$ cat src/flags_params.svh
`ifndef FLAGS_PARAMS_SVH
`define FLAGS_PARAMS_SVH
`define FLAGS_ADDR_LO      8'h03
`define FLAGS_ADDR_HI      8'h83
`define BIT_CARRY          0
`define BIT_NIBBLE         1
`define BIT_NIL            2
`define BIT_SLEEP          3
`define BIT_WDOG           4
`define BIT_BANK_LO        5
`define BIT_BANK_HI        6
`define BIT_IND_HI         7
`define FLAGS_RESET        8'h18
`define BANK_ADDR_BIT      7
`endif

$ cat src/flags_pkg.sv
package flags_pkg;
  typedef enum logic [3:0] {
    op_none,
    op_add_w_file,
    op_add_literal,
    op_sub_literal,
    op_sub_w_file,
    op_logic,
    op_rotate_right,
    op_rotate_left,
    op_zero_fill,
    op_move_w_to_file,
    op_bit_clear,
    op_bit_set,
    op_nibble_swap
  } alu_op_e;
endpackage

$ cat src/core_flags_word.sv
`timescale 1ns/10ps
`include "flags_params.svh"
module core_flags_word
  import flags_pkg::*;
(
  input  wire logic       clk,
  input  wire logic       resetn,
  input  wire logic       exec_en,
  input  wire alu_op_e    alu_op,
  input  wire logic [7:0] operand_w,
  input  wire logic [7:0] operand_f,
  input  wire logic [2:0] bit_sel,
  input  wire logic [6:0] dir_addr,
  input  wire logic       dest_file,
  input  wire logic       wdog_expired_set,
  input  wire logic       sleep_entered_set,
  input  wire logic       flags_restore,
  input  wire logic [7:0] reg_addr,
  input  wire logic [7:0] reg_wdata,
  input  wire logic       reg_wr,
  input  wire logic       reg_rd,
  output logic      [7:0] reg_rdata,
  output logic      [7:0] alu_result,
  output logic      [7:0] eff_addr,
  output logic            flags_dest
);
  typedef struct packed {
    logic [7:0] flags;
    logic [7:0] rdata;
    logic [7:0] result;
  } state_s;

  state_s st_q;
  state_s st_d;

  function automatic logic is_flags_addr(input logic [7:0] a);
    is_flags_addr = (a == `FLAGS_ADDR_LO) || (a == `FLAGS_ADDR_HI);
  endfunction

  // add and subtract share the nibble and carry chain
  function automatic logic is_add_sub(input alu_op_e op);
    is_add_sub = (op == op_add_w_file) || (op == op_add_literal) ||
                 (op == op_sub_literal) || (op == op_sub_w_file);
  endfunction

  // one-hot mask for the bit instructions
  function automatic logic [7:0] bit_mask(input logic [2:0] sel);
    bit_mask = 8'h01 << sel;
  endfunction

  logic [7:0] full_addr;
  logic [8:0] sum;
  logic [4:0] nib_sum;
  logic [7:0] res;
  logic       touches_arith;
  logic       touches_carry;
  logic       new_carry;
  logic       new_nibble;
  logic       writes_dest;
  logic       status_free;
  logic       port_hit;
  logic [7:0] base_flags;
  logic [7:0] port_merge;
  logic [7:0] dest_merge;

  // bank bit forms the top address bit for direct accesses
  assign full_addr = {st_q.flags[`BIT_BANK_LO], dir_addr};
  assign flags_dest = is_flags_addr(full_addr) && dest_file;
  assign port_hit    = reg_wr && is_flags_addr(reg_addr);
  assign status_free = !(touches_arith || touches_carry);
  assign base_flags  = port_hit ? port_merge : st_q.flags;

  // per-bit merge of port writes and destination writes into the word
  genvar gi;
  generate
    for (gi = 0; gi < 8; gi = gi + 1)
    begin : g_merge
      if (gi == `BIT_WDOG || gi == `BIT_SLEEP)
      begin : g_ro
        // only the hardware event inputs move these two bits
        assign port_merge[gi] = st_q.flags[gi];
        assign dest_merge[gi] = base_flags[gi];
      end
      else if (gi >= `BIT_BANK_LO)
      begin : g_upper
        assign port_merge[gi] = reg_wdata[gi];
        assign dest_merge[gi] = res[gi];
      end
      else
      begin : g_status
        // any status-affecting op locks all three arithmetic bits
        assign port_merge[gi] = reg_wdata[gi];
        assign dest_merge[gi] = status_free ? res[gi] : base_flags[gi];
      end
    end
  endgenerate

  always_comb
  begin
    sum           = 9'h000;
    nib_sum       = 5'h00;
    res           = 8'h00;
    touches_arith = 1'b0;
    touches_carry = 1'b0;
    new_carry     = 1'b0;
    new_nibble    = 1'b0;
    writes_dest   = 1'b1;
    unique case (alu_op)
      op_add_w_file, op_add_literal:
      begin
        sum           = {1'b0, operand_f} + {1'b0, operand_w};
        nib_sum       = {1'b0, operand_f[3:0]} + {1'b0, operand_w[3:0]};
        res           = sum[7:0];
        touches_arith = 1'b1;
        touches_carry = 1'b1;
        new_carry     = sum[8];
        new_nibble    = nib_sum[4];
      end
      op_sub_literal, op_sub_w_file:
      begin
        // two's complement add gives carry = not borrow directly
        sum     = {1'b0, operand_f} + {1'b0, ~operand_w} + 9'h001;
        nib_sum = {1'b0, operand_f[3:0]} + {1'b0, ~operand_w[3:0]} + 5'h01;
        res           = sum[7:0];
        touches_arith = 1'b1;
        touches_carry = 1'b1;
        new_carry     = sum[8];
        new_nibble    = nib_sum[4];
      end
      op_logic:
      begin
        res           = operand_f & operand_w;
        touches_arith = 1'b1;
      end
      op_rotate_right:
      begin
        res           = {st_q.flags[`BIT_CARRY], operand_f[7:1]};
        touches_carry = 1'b1;
        new_carry     = operand_f[0];
      end
      op_rotate_left:
      begin
        res           = {operand_f[6:0], st_q.flags[`BIT_CARRY]};
        touches_carry = 1'b1;
        new_carry     = operand_f[7];
      end
      op_zero_fill:
      begin
        res           = 8'h00;
        touches_arith = 1'b1;
      end
      op_move_w_to_file:
      begin
        res = operand_w;
      end
      op_bit_clear:
      begin
        res = operand_f & ~bit_mask(bit_sel);
      end
      op_bit_set:
      begin
        res = operand_f | bit_mask(bit_sel);
      end
      op_nibble_swap:
      begin
        res = {operand_f[3:0], operand_f[7:4]};
      end
      op_none:
      begin
        writes_dest = 1'b0;
      end
    endcase
  end

  always_comb
  begin
    st_d        = st_q;
    st_d.rdata  = 8'h00;
    if (reg_rd && is_flags_addr(reg_addr))
    begin
      st_d.rdata = st_q.flags;
    end
    if (port_hit)
    begin
      // port writes skip the arithmetic masking; bits 4 and 3 stay put
      st_d.flags = base_flags;
    end
    if (exec_en)
    begin
      st_d.result = res;
      if (flags_dest && writes_dest)
      begin
        // exec wins over a same-cycle port write, except in status bits the op locks but does not update
        st_d.flags = dest_merge;
      end
      if (touches_arith)
      begin
        st_d.flags[`BIT_NIL] = (res == 8'h00);
      end
      if (touches_carry)
      begin
        st_d.flags[`BIT_CARRY] = new_carry;
      end
      if (is_add_sub(alu_op))
      begin
        st_d.flags[`BIT_NIBBLE] = new_nibble;
      end
    end
    // hardware events are the only way to move these two bits
    if (flags_restore)
    begin
      st_d.flags[`BIT_WDOG]  = 1'b1;
      st_d.flags[`BIT_SLEEP] = 1'b1;
    end
    if (wdog_expired_set)
    begin
      st_d.flags[`BIT_WDOG] = 1'b0;
    end
    if (sleep_entered_set)
    begin
      st_d.flags[`BIT_SLEEP] = 1'b0;
    end
  end

  always_ff @(posedge clk or negedge resetn)
  begin
    if (!resetn)
    begin
      st_q <= {`FLAGS_RESET, 8'h00, 8'h00};
    end
    else
    begin
      st_q <= st_d;
    end
  end

  assign reg_rdata  = st_q.rdata;
  assign alu_result = st_q.result;
  assign eff_addr   = full_addr;
endmodule // core_flags_word

$ cat config.mk
export PLATFORM = sky130hd
export DESIGN_NAME = core_flags_word
export DESIGN_NICKNAME = d
export VERILOG_FILES = /design/src/flags_pkg.sv /design/src/core_flags_word.sv
export VERILOG_INCLUDE_DIRS = /design/src
export SDC_FILE = /design/constraint.sdc
export NUM_CORES = 1
export LEC_CHECK = 0
export ABC_CLOCK_PERIOD_IN_PS = 1610
export BUFFER_PORTS_ARGS = -buffer_cell sky130_fd_sc_hd__buf_4
export CAP_MARGIN = 20
export CORE_ASPECT_RATIO = 2
export CORE_MARGIN = 8
export CORE_UTILIZATION = 48
export DETAILED_ROUTE_END_ITERATION = 16
export PLACE_DENSITY = 0.84
export SYNTH_ARGS = -nofsm -noshare
export SYNTH_HDL_FRONTEND = slang
export SYNTH_SLANG_ARGS = --single-unit
$ cat constraint.sdc
create_clock -name clk -period 1.61 [get_ports clk]
set_input_delay 0.0805 -clock clk [delete_from_list [all_inputs] [get_ports clk]]
set_output_delay 0.0805 -clock clk [all_outputs]
set_load 0.01 [all_outputs]
==> results of run 1 <==
==> repair_timing <==
action                                 CTS  global route
pin swaps                               13            27
buffers inserted                         4             3
resized for setup                       17            29
gates cloned                             0             0
setup endpoints to repair                8            11
endpoints found under the hold margin   26             0
hold buffers                             3             0
==> layer usage <==
| layer | GRT usage, % | up-vias | wire, microns |
|---|---|---|---|
| met1 | 19.9 | 1488 | 3440 |
| met3 | 3.03 | 65 | 487 |
| met2 | 43.4 | 163 | 5640 |
| li1 | - | 1515 | - |
| met5 | 0 | - | 0 |
| met4 | 20.1 | 0 | 942 |
==> flip-flops by register name (all words and copies together) (netlist names) <==
register and count:
alu_result 8, reg_rdata 8, st_q 5, port_merge 2, eff_addr 1
==> critical path, delay by kind of cell <==
kind	cells	cell delay [ns]
and+or+nand+nor	3	0.81
AOI/OAI and AO/OA	4	0.69
buffers and inverters	2	0.19
adders and majority gates	1	0.24
==> area by class of cell <==
type	instances	area, sq um	share of cell area [%]
Clock buffer	4	78.8	1.85
Sequential cell	24	603	14.2
Timing Repair Buffer	176	1370	32.1
Tap cell	61	76.3	1.79
Multi-Input combinational cell	267	2060	48.4
Inverter	18	71.3	1.67
==> cells in the mapped netlist (all sizes together) (6+ instances only) <==
master  number  area, sq um
a21oi       28          155
and2         9         56.3
buf         38          298
dfrtp       22          551
ha          17          213
inv         18         67.6
mux2i        9         90.1
nand2       20         75.1
nand3        7         35.0
nor2        40          150
nor2b       10         62.6
nor3         7         35.0
o21ai       14         70.1
o22ai       10         62.6
or3          6         47.5
==> path summary, 6_finish.rpt <==
| check | depth (start not counted) | endpoint | start | slack (ns) |
|---|---|---|---|---|
| min in group asynchronous | 2 | st_q[16] | resetn | 0.26 |
| setup / recovery | 10 | st_q[18] | operand_w[1] | -0.26 |
| hold / removal | 3 | port_merge[3] | flags_restore | 0.07 |
| max in group asynchronous | 2 | port_merge[4] | resetn | 1.06 |
| hold reg to reg | 1 | reg_rdata[1] | st_q[17] | 0.49 |
| setup reg to reg | 7 | st_q[18] | st_q[16] | -0.22 |
==> power breakdown <==
group	switching [mW]	internal, mW	leakage [nW]	total, mW
clock network	0.203	0.338	0.0382	0.541
logic	0.587	0.645	1.73	1.23
registers	0.0383	0.667	0.302	0.705
total	0.829	1.65	2.07	2.48
==> per-stage QoR <==
| stage | setup WS [ns] | TNS [ns] | utilization [%] | hold slack (ns) | power [mW] |
|---|---|---|---|---|---|
| 6_report | -0.262 | -1.03 | 75.3 | 0.0734 | 2.48 |
| 5_1_grt | -0.327 | -1.99 | 75.3 | 0.0993 | 2.59 |
| 4_1_cts | -0.277 | -0.969 | 72.5 | 0.0758 | 2.35 |
| 3_5_place_dp | -0.622 | -4.42 | 69.0 | -0.0118 | 1.78 |
| 3_3_place_gp | -0.523 | -3.73 | 69.0 | -0.0192 | 1.75 |
| 2_1_floorplan | -0.343 | -1.07 | - | -0.215 | 1.28 |
==> cells by family (layout without fill, tap and decap cells) <==
kind of cell / count (synthesis) / after routing
AOI/OAI and AO/OA: 98 / 98
xor gates and xnor gates: 3 / 3
and+or+nand+nor: 136 / 136
adders and majority gates: 18 / 18
muxes: 12 / 12
buffers and inverters: 59 / 198
DFF: 24 / 24
==> impl_metrics.ini, run 1 <==
[sta]
clock_skew_ns = 0.00431
slew_viol_final = 0
period_share_pct = 116
final_hold_viol_count = 0
maxSlewHeadroom_pct = 70.7
rsz0062_at_grt = yes
worst_slew_pin_slew_ns = 0.439
layout_min_cycle_time_ns = 1.87
finalSetupViolCount = 9
finalWorstSetupSlack_ns = -0.262
fmaxAchievable_mhz = 534

[grt]
grt_max_degree = 25
gr-total-overflow = 0
grt_pass1_wl_microns = 16100
antenna_found_initial = 0
track_usage_pct = 22.6
grt_pass1_vias = 3484

[clock_network]
tritoncts = done
cts_buffers = 3
cts.clk_slew.worst_paths_ns = 0.06
htree_levels = 1
clkSinkCount = 24
worstSkewPairLatency_ns = 0.25
clock_path_buffers = 2
clockRootBuffer = clkbuf_16

[finish]
area_delta_synth_final_pct = 52.1
fin_nets = 563
layout_common_cells = 167 x buf_4, 38 x nor2_1, 23 x a21oi_1
drive_gt1_share_pct = 47.9
design_area_sq_um = 4260
stdcell_count = 550
final_common_cell = buf_4
antenna_cells = 0
n_fill_cell = 414

[die]
start_util_pct = 49.5
num_rows = 39
die_y_microns = 124
coreArea_sq_um = 5660
die_w_microns = 70.0
dieArea_sq_um = 8690
ios = 80

[synthesis]
synth_top_flop_cell = dfrtp_1
synth_cells = 350
synth_compound_area_share_pct = 24.0
yosysUniqueCellTypes = 71
synth_nets = 423
synth_xor_area_share_pct = 0.938
synth-seq-cells = 24
avgSynthCellArea_sq_um = 8.00
async_reset_ff_share_pct = 100
synth_top_family_by_area = simple AND/OR/NAND/NOR gates
synthAdderAreaFrac_pct = 8.31
synth-edff-count = 0
synthSimpleGateAreaFrac_pct = 27.4
synth_area_sq_um = 2800
yosysWarnings = 0
ys_seq_area_share_pct = 21.5
synthMuxAreaShare_pct = 4.42

[setup_path]
slowest_stage = or3_4
critical_path_required_ns = 1.75
crit_chain = buf_8 > clkinvlp_4 > ha_4 > nor2b_4 > or3_1 > a32o_1 > or3_4 > a31oi_4 > o22ai_2 > a41o_1
startpoint_type = input pin
cp_slowest_stage_delay_ns = 0.37
worstSetupPathType = in -> reg
cp_max_fo = 4
arrival_ns = 2.01
cp-end-kind = flop

[route]
drc_errors = 0
wire_per_inst_microns = 19.1
postRouteAntennaNets = 0
drtIter0Drc = 213
finalWirelength_microns = 10500
vias = 3231
via_per_inst = 5.87
firstDrtPassIters = 5

[outcome]
outcome = complete, but fails checks
failed_checks = setup timing

[pwr]
ir_drop_v = 0.00105
p_per_area_nw_per_um2 = 582
leakage_nw = 2.07

[min_path]
min_path_type = in -> reg

[placed_design]
dpl-instance-area_sq_um = 3910
post-place-cells = 539
place.gp.congestion = 1.02
hpwl_microns = 8310
port-buffer-count = 76

[flow_run]
cap_viol_max_count = 0
(Power assumes the default switching activity.)
==> inputs of run 2 (changes only) <==
- BUFFER_PORTS_ARGS: -buffer_cell sky130_fd_sc_hd__buf_4 -> default
- CORE_UTILIZATION: 48 -> 59
- DONT_BUFFER_PORTS: default -> 1
- SLEW_MARGIN: default -> 20
==> run 2 against run 1 <==
The run still ends with setup timing left. Power is 25% lower. Clock-buffer cell count is the same. Combinational power decreased by 39%. Highest routed layer unchanged.
==> impl_metrics.ini, run 2 (same netlist as run 1, synthesis figures left out) <==
[grt]
grt_pass1_vias = 2830
track_usage_pct = 23.8
grt_max_degree = 31
grt_pass1_wl_microns = 13900
gr-total-overflow = 0
antenna_found_initial = 0

[finish]
area_delta_synth_final_pct = 10.7
antenna_cells = 0
design_area_sq_um = 3100
drive_gt1_share_pct = 23.7
fin_nets = 429
layout_common_cells = 39 x nor2_1, 35 x buf_4, 23 x a21oi_1
final_common_cell = nor2_1

[outcome]
failed_checks = setup timing
outcome = complete, but fails checks

[setup_path]
arrival_ns = 1.98
cp_slowest_stage_delay_ns = 0.41
cp_max_fo = 4
critical_path_required_ns = 1.76
crit_buf_inv = 1
reg2reg_slack_ns = -0.18
startpoint_type = input pin
crit_chain = clkinvlp_4 > ha_4 > nor2b_4 > or3_1 > a32o_1 > or3_4 > a31oi_4 > o22ai_2 > a41o_1
worstSetupPathType = in -> reg
cp_top_family = simple AND/OR/NAND/NOR gates
cp-end-kind = flop
slowest_stage = or3_4

[clock_network]
clock_path_buffers = 2
htree_levels = 1
worstSkewPairLatency_ns = 0.26
cts_buffers = 3
clkSinkCount = 24
tritoncts = done
cts.clk_slew.worst_paths_ns = 0.08
clockRootBuffer = clkbuf_8

[placed_design]
place.gp.congestion = 0.980
hpwl_microns = 6880
port-buffer-count = 0
place_ws_ns = -0.476
dpl-instance-area_sq_um = 2860

[sta]
finalSetupViolCount = 4
fmaxAchievable_mhz = 546
maxSlewHeadroom_pct = 61.8
final_hold_viol_count = 0
rsz0062_at_grt = yes
slew_viol_final = 0
period_share_pct = 114
layout_min_cycle_time_ns = 1.83
clock_skew_ns = 0.00322
whs_ns = 0.0120
finalWorstSetupSlack_ns = -0.221
worst_slew_pin_slew_ns = 0.572

[die]
coreArea_sq_um = 4600
num_rows = 35
die_w_microns = 64.7
start_util_pct = 60.9
ios = 80
dieArea_sq_um = 7340
die_y_microns = 113

[min_path]
min_path_type = in -> reg

[pwr]
power.total_mw = 1.86
ir_drop_v = 0.000584
leakage_nw = 1.38
p_per_area_nw_per_um2 = 600

[route]
drtIter0Drc = 127
finalWirelength_microns = 8780
via_per_inst = 6.75
postRouteAntennaNets = 0
vias = 2769
wire_per_inst_microns = 21.4
firstDrtPassIters = 5
drc_errors = 0

[flow_run]
cap_viol_max_count = 0
run 2: cell count changes in the layout (fill, tap and decap cells not counted), moves of 3 or more:
cell / previous run / this run
buf_4: 167 / 35
buf_6: 3 / 0
clkbuf_16: 3 / 0
clkbuf_8: 0 / 4
dlygate4sd3_1: 3 / 6
ha_1: 10 / 13
ha_2: 3 / 0
run 2: what timing repair did:
item / in CTS / in global routing
hold buffers: 6 / 1
gates resized for setup: 9 / 13
setup endpoints to repair: 6 / 9
pin swaps: 11 / 6
hold endpoints to repair: 34 / 22
setup buffers: 2 / 0
run 2: final cells by class:
type	count	area, sq um
Multi-Input combinational cell	267	1980
Fill cell	376	1500
Sequential cell	24	603
Timing Repair Buffer	42	328
Inverter	18	71.3
Tap cell	55	68.8
Clock buffer	4	55.1
run 2: stage by stage:
stage | setup TNS (ns) | std cells | util, %
3_5_place_dp | -3.37 | 397 | 62.3
2_1_floorplan | -1.07 | 350 | -
6_report | -0.381 | 410 | 67.5
3_3_place_gp | -2.70 | 397 | 62.3
4_1_cts | -0.335 | 409 | 66.0
5_1_grt | -0.860 | 410 | 67.5
run 2: power breakdown:
| group | internal, mW | switching, mW |
|---|---|---|
| clock network | 0.218 | 0.172 |
| logic | 0.379 | 0.370 |
| registers | 0.666 | 0.0568 |
| total | 1.26 | 0.599 |
run 2: per-layer routing:
layer / up-vias / share of wire [%] / global-route usage [%]
met5: - / 0 / 0
met4: 0 / 7.9 / 16.4
met1: 1277 / 31 / 21.7
met3: 64 / 8.9 / 5.50
li1: 1253 / - / -
met2: 175 / 52 / 43.9
run 2: worst register-to-register path, stage by stage (launching register included):
cell,delay [ns]
dfrtp_1,0.41
mux2_4,0.27
nand3_1,0.08
a21oi_1,0.07
a211o_1,0.29
nor4_1,0.27
and3_1,0.19
a41o_1,0.17
run 2: path summary, 6_finish.rpt:
path / cells after the start / start / endpoint
max: 9 / operand_w[1] / st_q[18]
min: 2 / exec_en / alu_result[6]
max reg2reg: 7 / st_q[16] / st_q[18]
min reg2reg: 1 / st_q[23] / reg_rdata[7]
max in group asynchronous: 2 / resetn / port_merge[3]
min in group asynchronous: 2 / resetn / st_q[22]
==> inputs of run 3 (changes only) <==
- REMOVE_ABC_BUFFERS: default -> 1
- SLEW_MARGIN: 20 -> default
==> run 3 against run 2 <==
Worst setup slack better by 0.079 ns. Via count is 0.47% higher. Core utilization is 5.5 points higher. Power is 3.0% higher. Sequential share of layout area is 1.5 points lower. The flow finishes with violations (hold timing, setup timing). Flip-flop and latch count stayed put. Maximum frequency is 4.5% higher. Critical path depth is 1 higher. Critical path type unchanged. Clock-buffer cell count stayed put. Register-to-register slack better by 0.04 ns.
==> impl_metrics.ini, run 3 (same netlist as run 1, synthesis figures left out) <==
[route]
postRouteAntennaNets = 0
dr_wl_met2_microns = 4850
wire_per_inst_microns = 21.2
firstDrtPassIters = 6
via_per_inst = 6.52
drc_errors = 0
finalWirelength_microns = 9070
drtIter0Drc = 124
met3_length_microns = 647
vias = 2782
drt-met1-wl_microns = 2880
top_layer_used = met4

[clock_network]
cts.clk_slew.worst_paths_ns = 0.08
htree_levels = 1
clock_path_buffers = 2
worstSkewPairLatency_ns = 0.26
clockRootBuffer = clkbuf_8
clkSinkCount = 24
tritoncts = done
cts_buffers = 3

[die]
num_rows = 35
ios = 80
dieArea_sq_um = 7340
coreArea_sq_um = 4600
die_w_microns = 64.7
start_util_pct = 60.9
die_y_microns = 113

[pwr]
p_per_area_nw_per_um2 = 572
leakage_nw = 1.49
ir_drop_v = 0.000560

[sta]
clock_skew_ns = 0.00522
maxSlewHeadroom_pct = 65.8
final_hold_viol_count = 1
worst_slew_pin_slew_ns = 0.512
finalWorstSetupSlack_ns = -0.142
whs_ns = -0.00974
layout_min_cycle_time_ns = 1.75
rsz0062_at_grt = yes
period_share_pct = 109
finalSetupViolCount = 5
slew_viol_final = 0
fmaxAchievable_mhz = 571

[placed_design]
port-buffer-count = 0
place_ws_ns = -0.646
hpwl_microns = 7080
place.gp.congestion = 0.951

[min_path]
min_path_type = in -> reg
hold_start = exec_en
holdPathEnd = alu_result[7]
hold_depth = 2

[setup_path]
crit_chain = clkinvlp_4 > ha_4 > nor2b_4 > o31a_1 > buf_6 > o32ai_4 > nand2_1 > o211a_1 > and3_1 > a41o_1
reg2reg_slack_ns = -0.14
cp_max_fo = 4
startpoint_type = input pin
r2r-end = st_q[18]
critical_path_required_ns = 1.76
cp_slowest_stage_delay_ns = 0.32
r2r_start = st_q[16]
cp-end-kind = flop
worstSetupPathType = in -> reg
crit_buf_inv = 2
slowest_stage = o31a_1
worstRegToRegCells = 7
arrival_ns = 1.91
cp_top_family = compound AO/OA/AOI/OAI gates

[grt]
antenna_found_initial = 0
gr-total-overflow = 0
track_usage_pct = 24.5
grt_pass1_vias = 2884
grt_max_degree = 31
grt_pass1_wl_microns = 14400

[outcome]
outcome = complete, but fails checks
failed_checks = hold timing, setup timing

[finish]
fin_nets = 446
final-seq-area_sq_um = 603
antenna_cells = 0
multi_input_area_sq_um = 2080
drive_gt1_share_pct = 31.2
n_fill_cell = 389
layout_common_cells = 48 x buf_4, 37 x nor2_1, 22 x dfrtp_1
final_common_cell = buf_4
area_delta_synth_final_pct = 19.7

[flow_run]
cap_viol_max_count = 0
## run 3: cell types whose count changed in the layout (fill, tap and decap cells not counted), sizes merged
cell  delta
buf     +17
## run 3: layout make-up
class                   instances  area share, %
flip-flops and latches         24           18.0
repair buffers                 59           14.6
clock buffers                   4           1.34
well taps                      55           2.05
inverters                      18           2.13
multi-input cells             267           61.9
## run 3: where the power goes
group	switching [mW]	leakage (nW)	internal (mW)
Clock	0.169	0.0228	0.176
Combinational	0.407	1.16	0.440
Sequential	0.0595	0.302	0.666
Total	0.635	1.49	1.28
## run 3: timing repair
item,in CTS,in global routing
pin swaps,22,17
setup endpoints to repair,8,11
buffers inserted,5,2
gates resized for setup,28,27
hold buffers,6,0
endpoints found under the hold margin,34,0
## run 3: per-stage QoR
stage               utilization [%]  total power, mW  TNS, ns  area, sq um  std cells
floorplan                         -             1.14    -1.82         2490        309
detailed placement             64.0             1.39    -4.37         2940        413
CTS                            69.7             1.83   -0.237         3200        425
global placement               64.0             1.38    -3.81         2940        413
finish                         72.9             1.92   -0.470         3350        427
global route                   72.9             2.03   -0.842         3350        427
## run 3: worst max-delay path by stage
stage	start	end	cells past startpoint
2_1_floorplan	operand_w[0]	st_q[18]	10
3_3_place_gp	operand_w[0]	st_q[18]	11
3_5_place_dp	operand_w[0]	st_q[18]	11
4_1_cts	st_q[16]	st_q[18]	7
5_1_grt	operand_w[1]	st_q[18]	10
6_report	operand_w[1]	st_q[18]	10
## run 3: worst register-to-register path: cells and delay by family, from the launching register on
kind	cells	cell delay [ns]
compound gates	3	0.50
simple gates	3	0.48
flops	1	0.42
mux	1	0.28
## run 3: per-layer routing
| metal | track usage [%] | vias up |
|---|---|---|
| li1 | - | 1282 |
| met1 | 22.1 | 1307 |
| met2 | 45.1 | 147 |
| met3 | 4.51 | 46 |
| met4 | 19.5 | 0 |
| met5 | 0 | - |
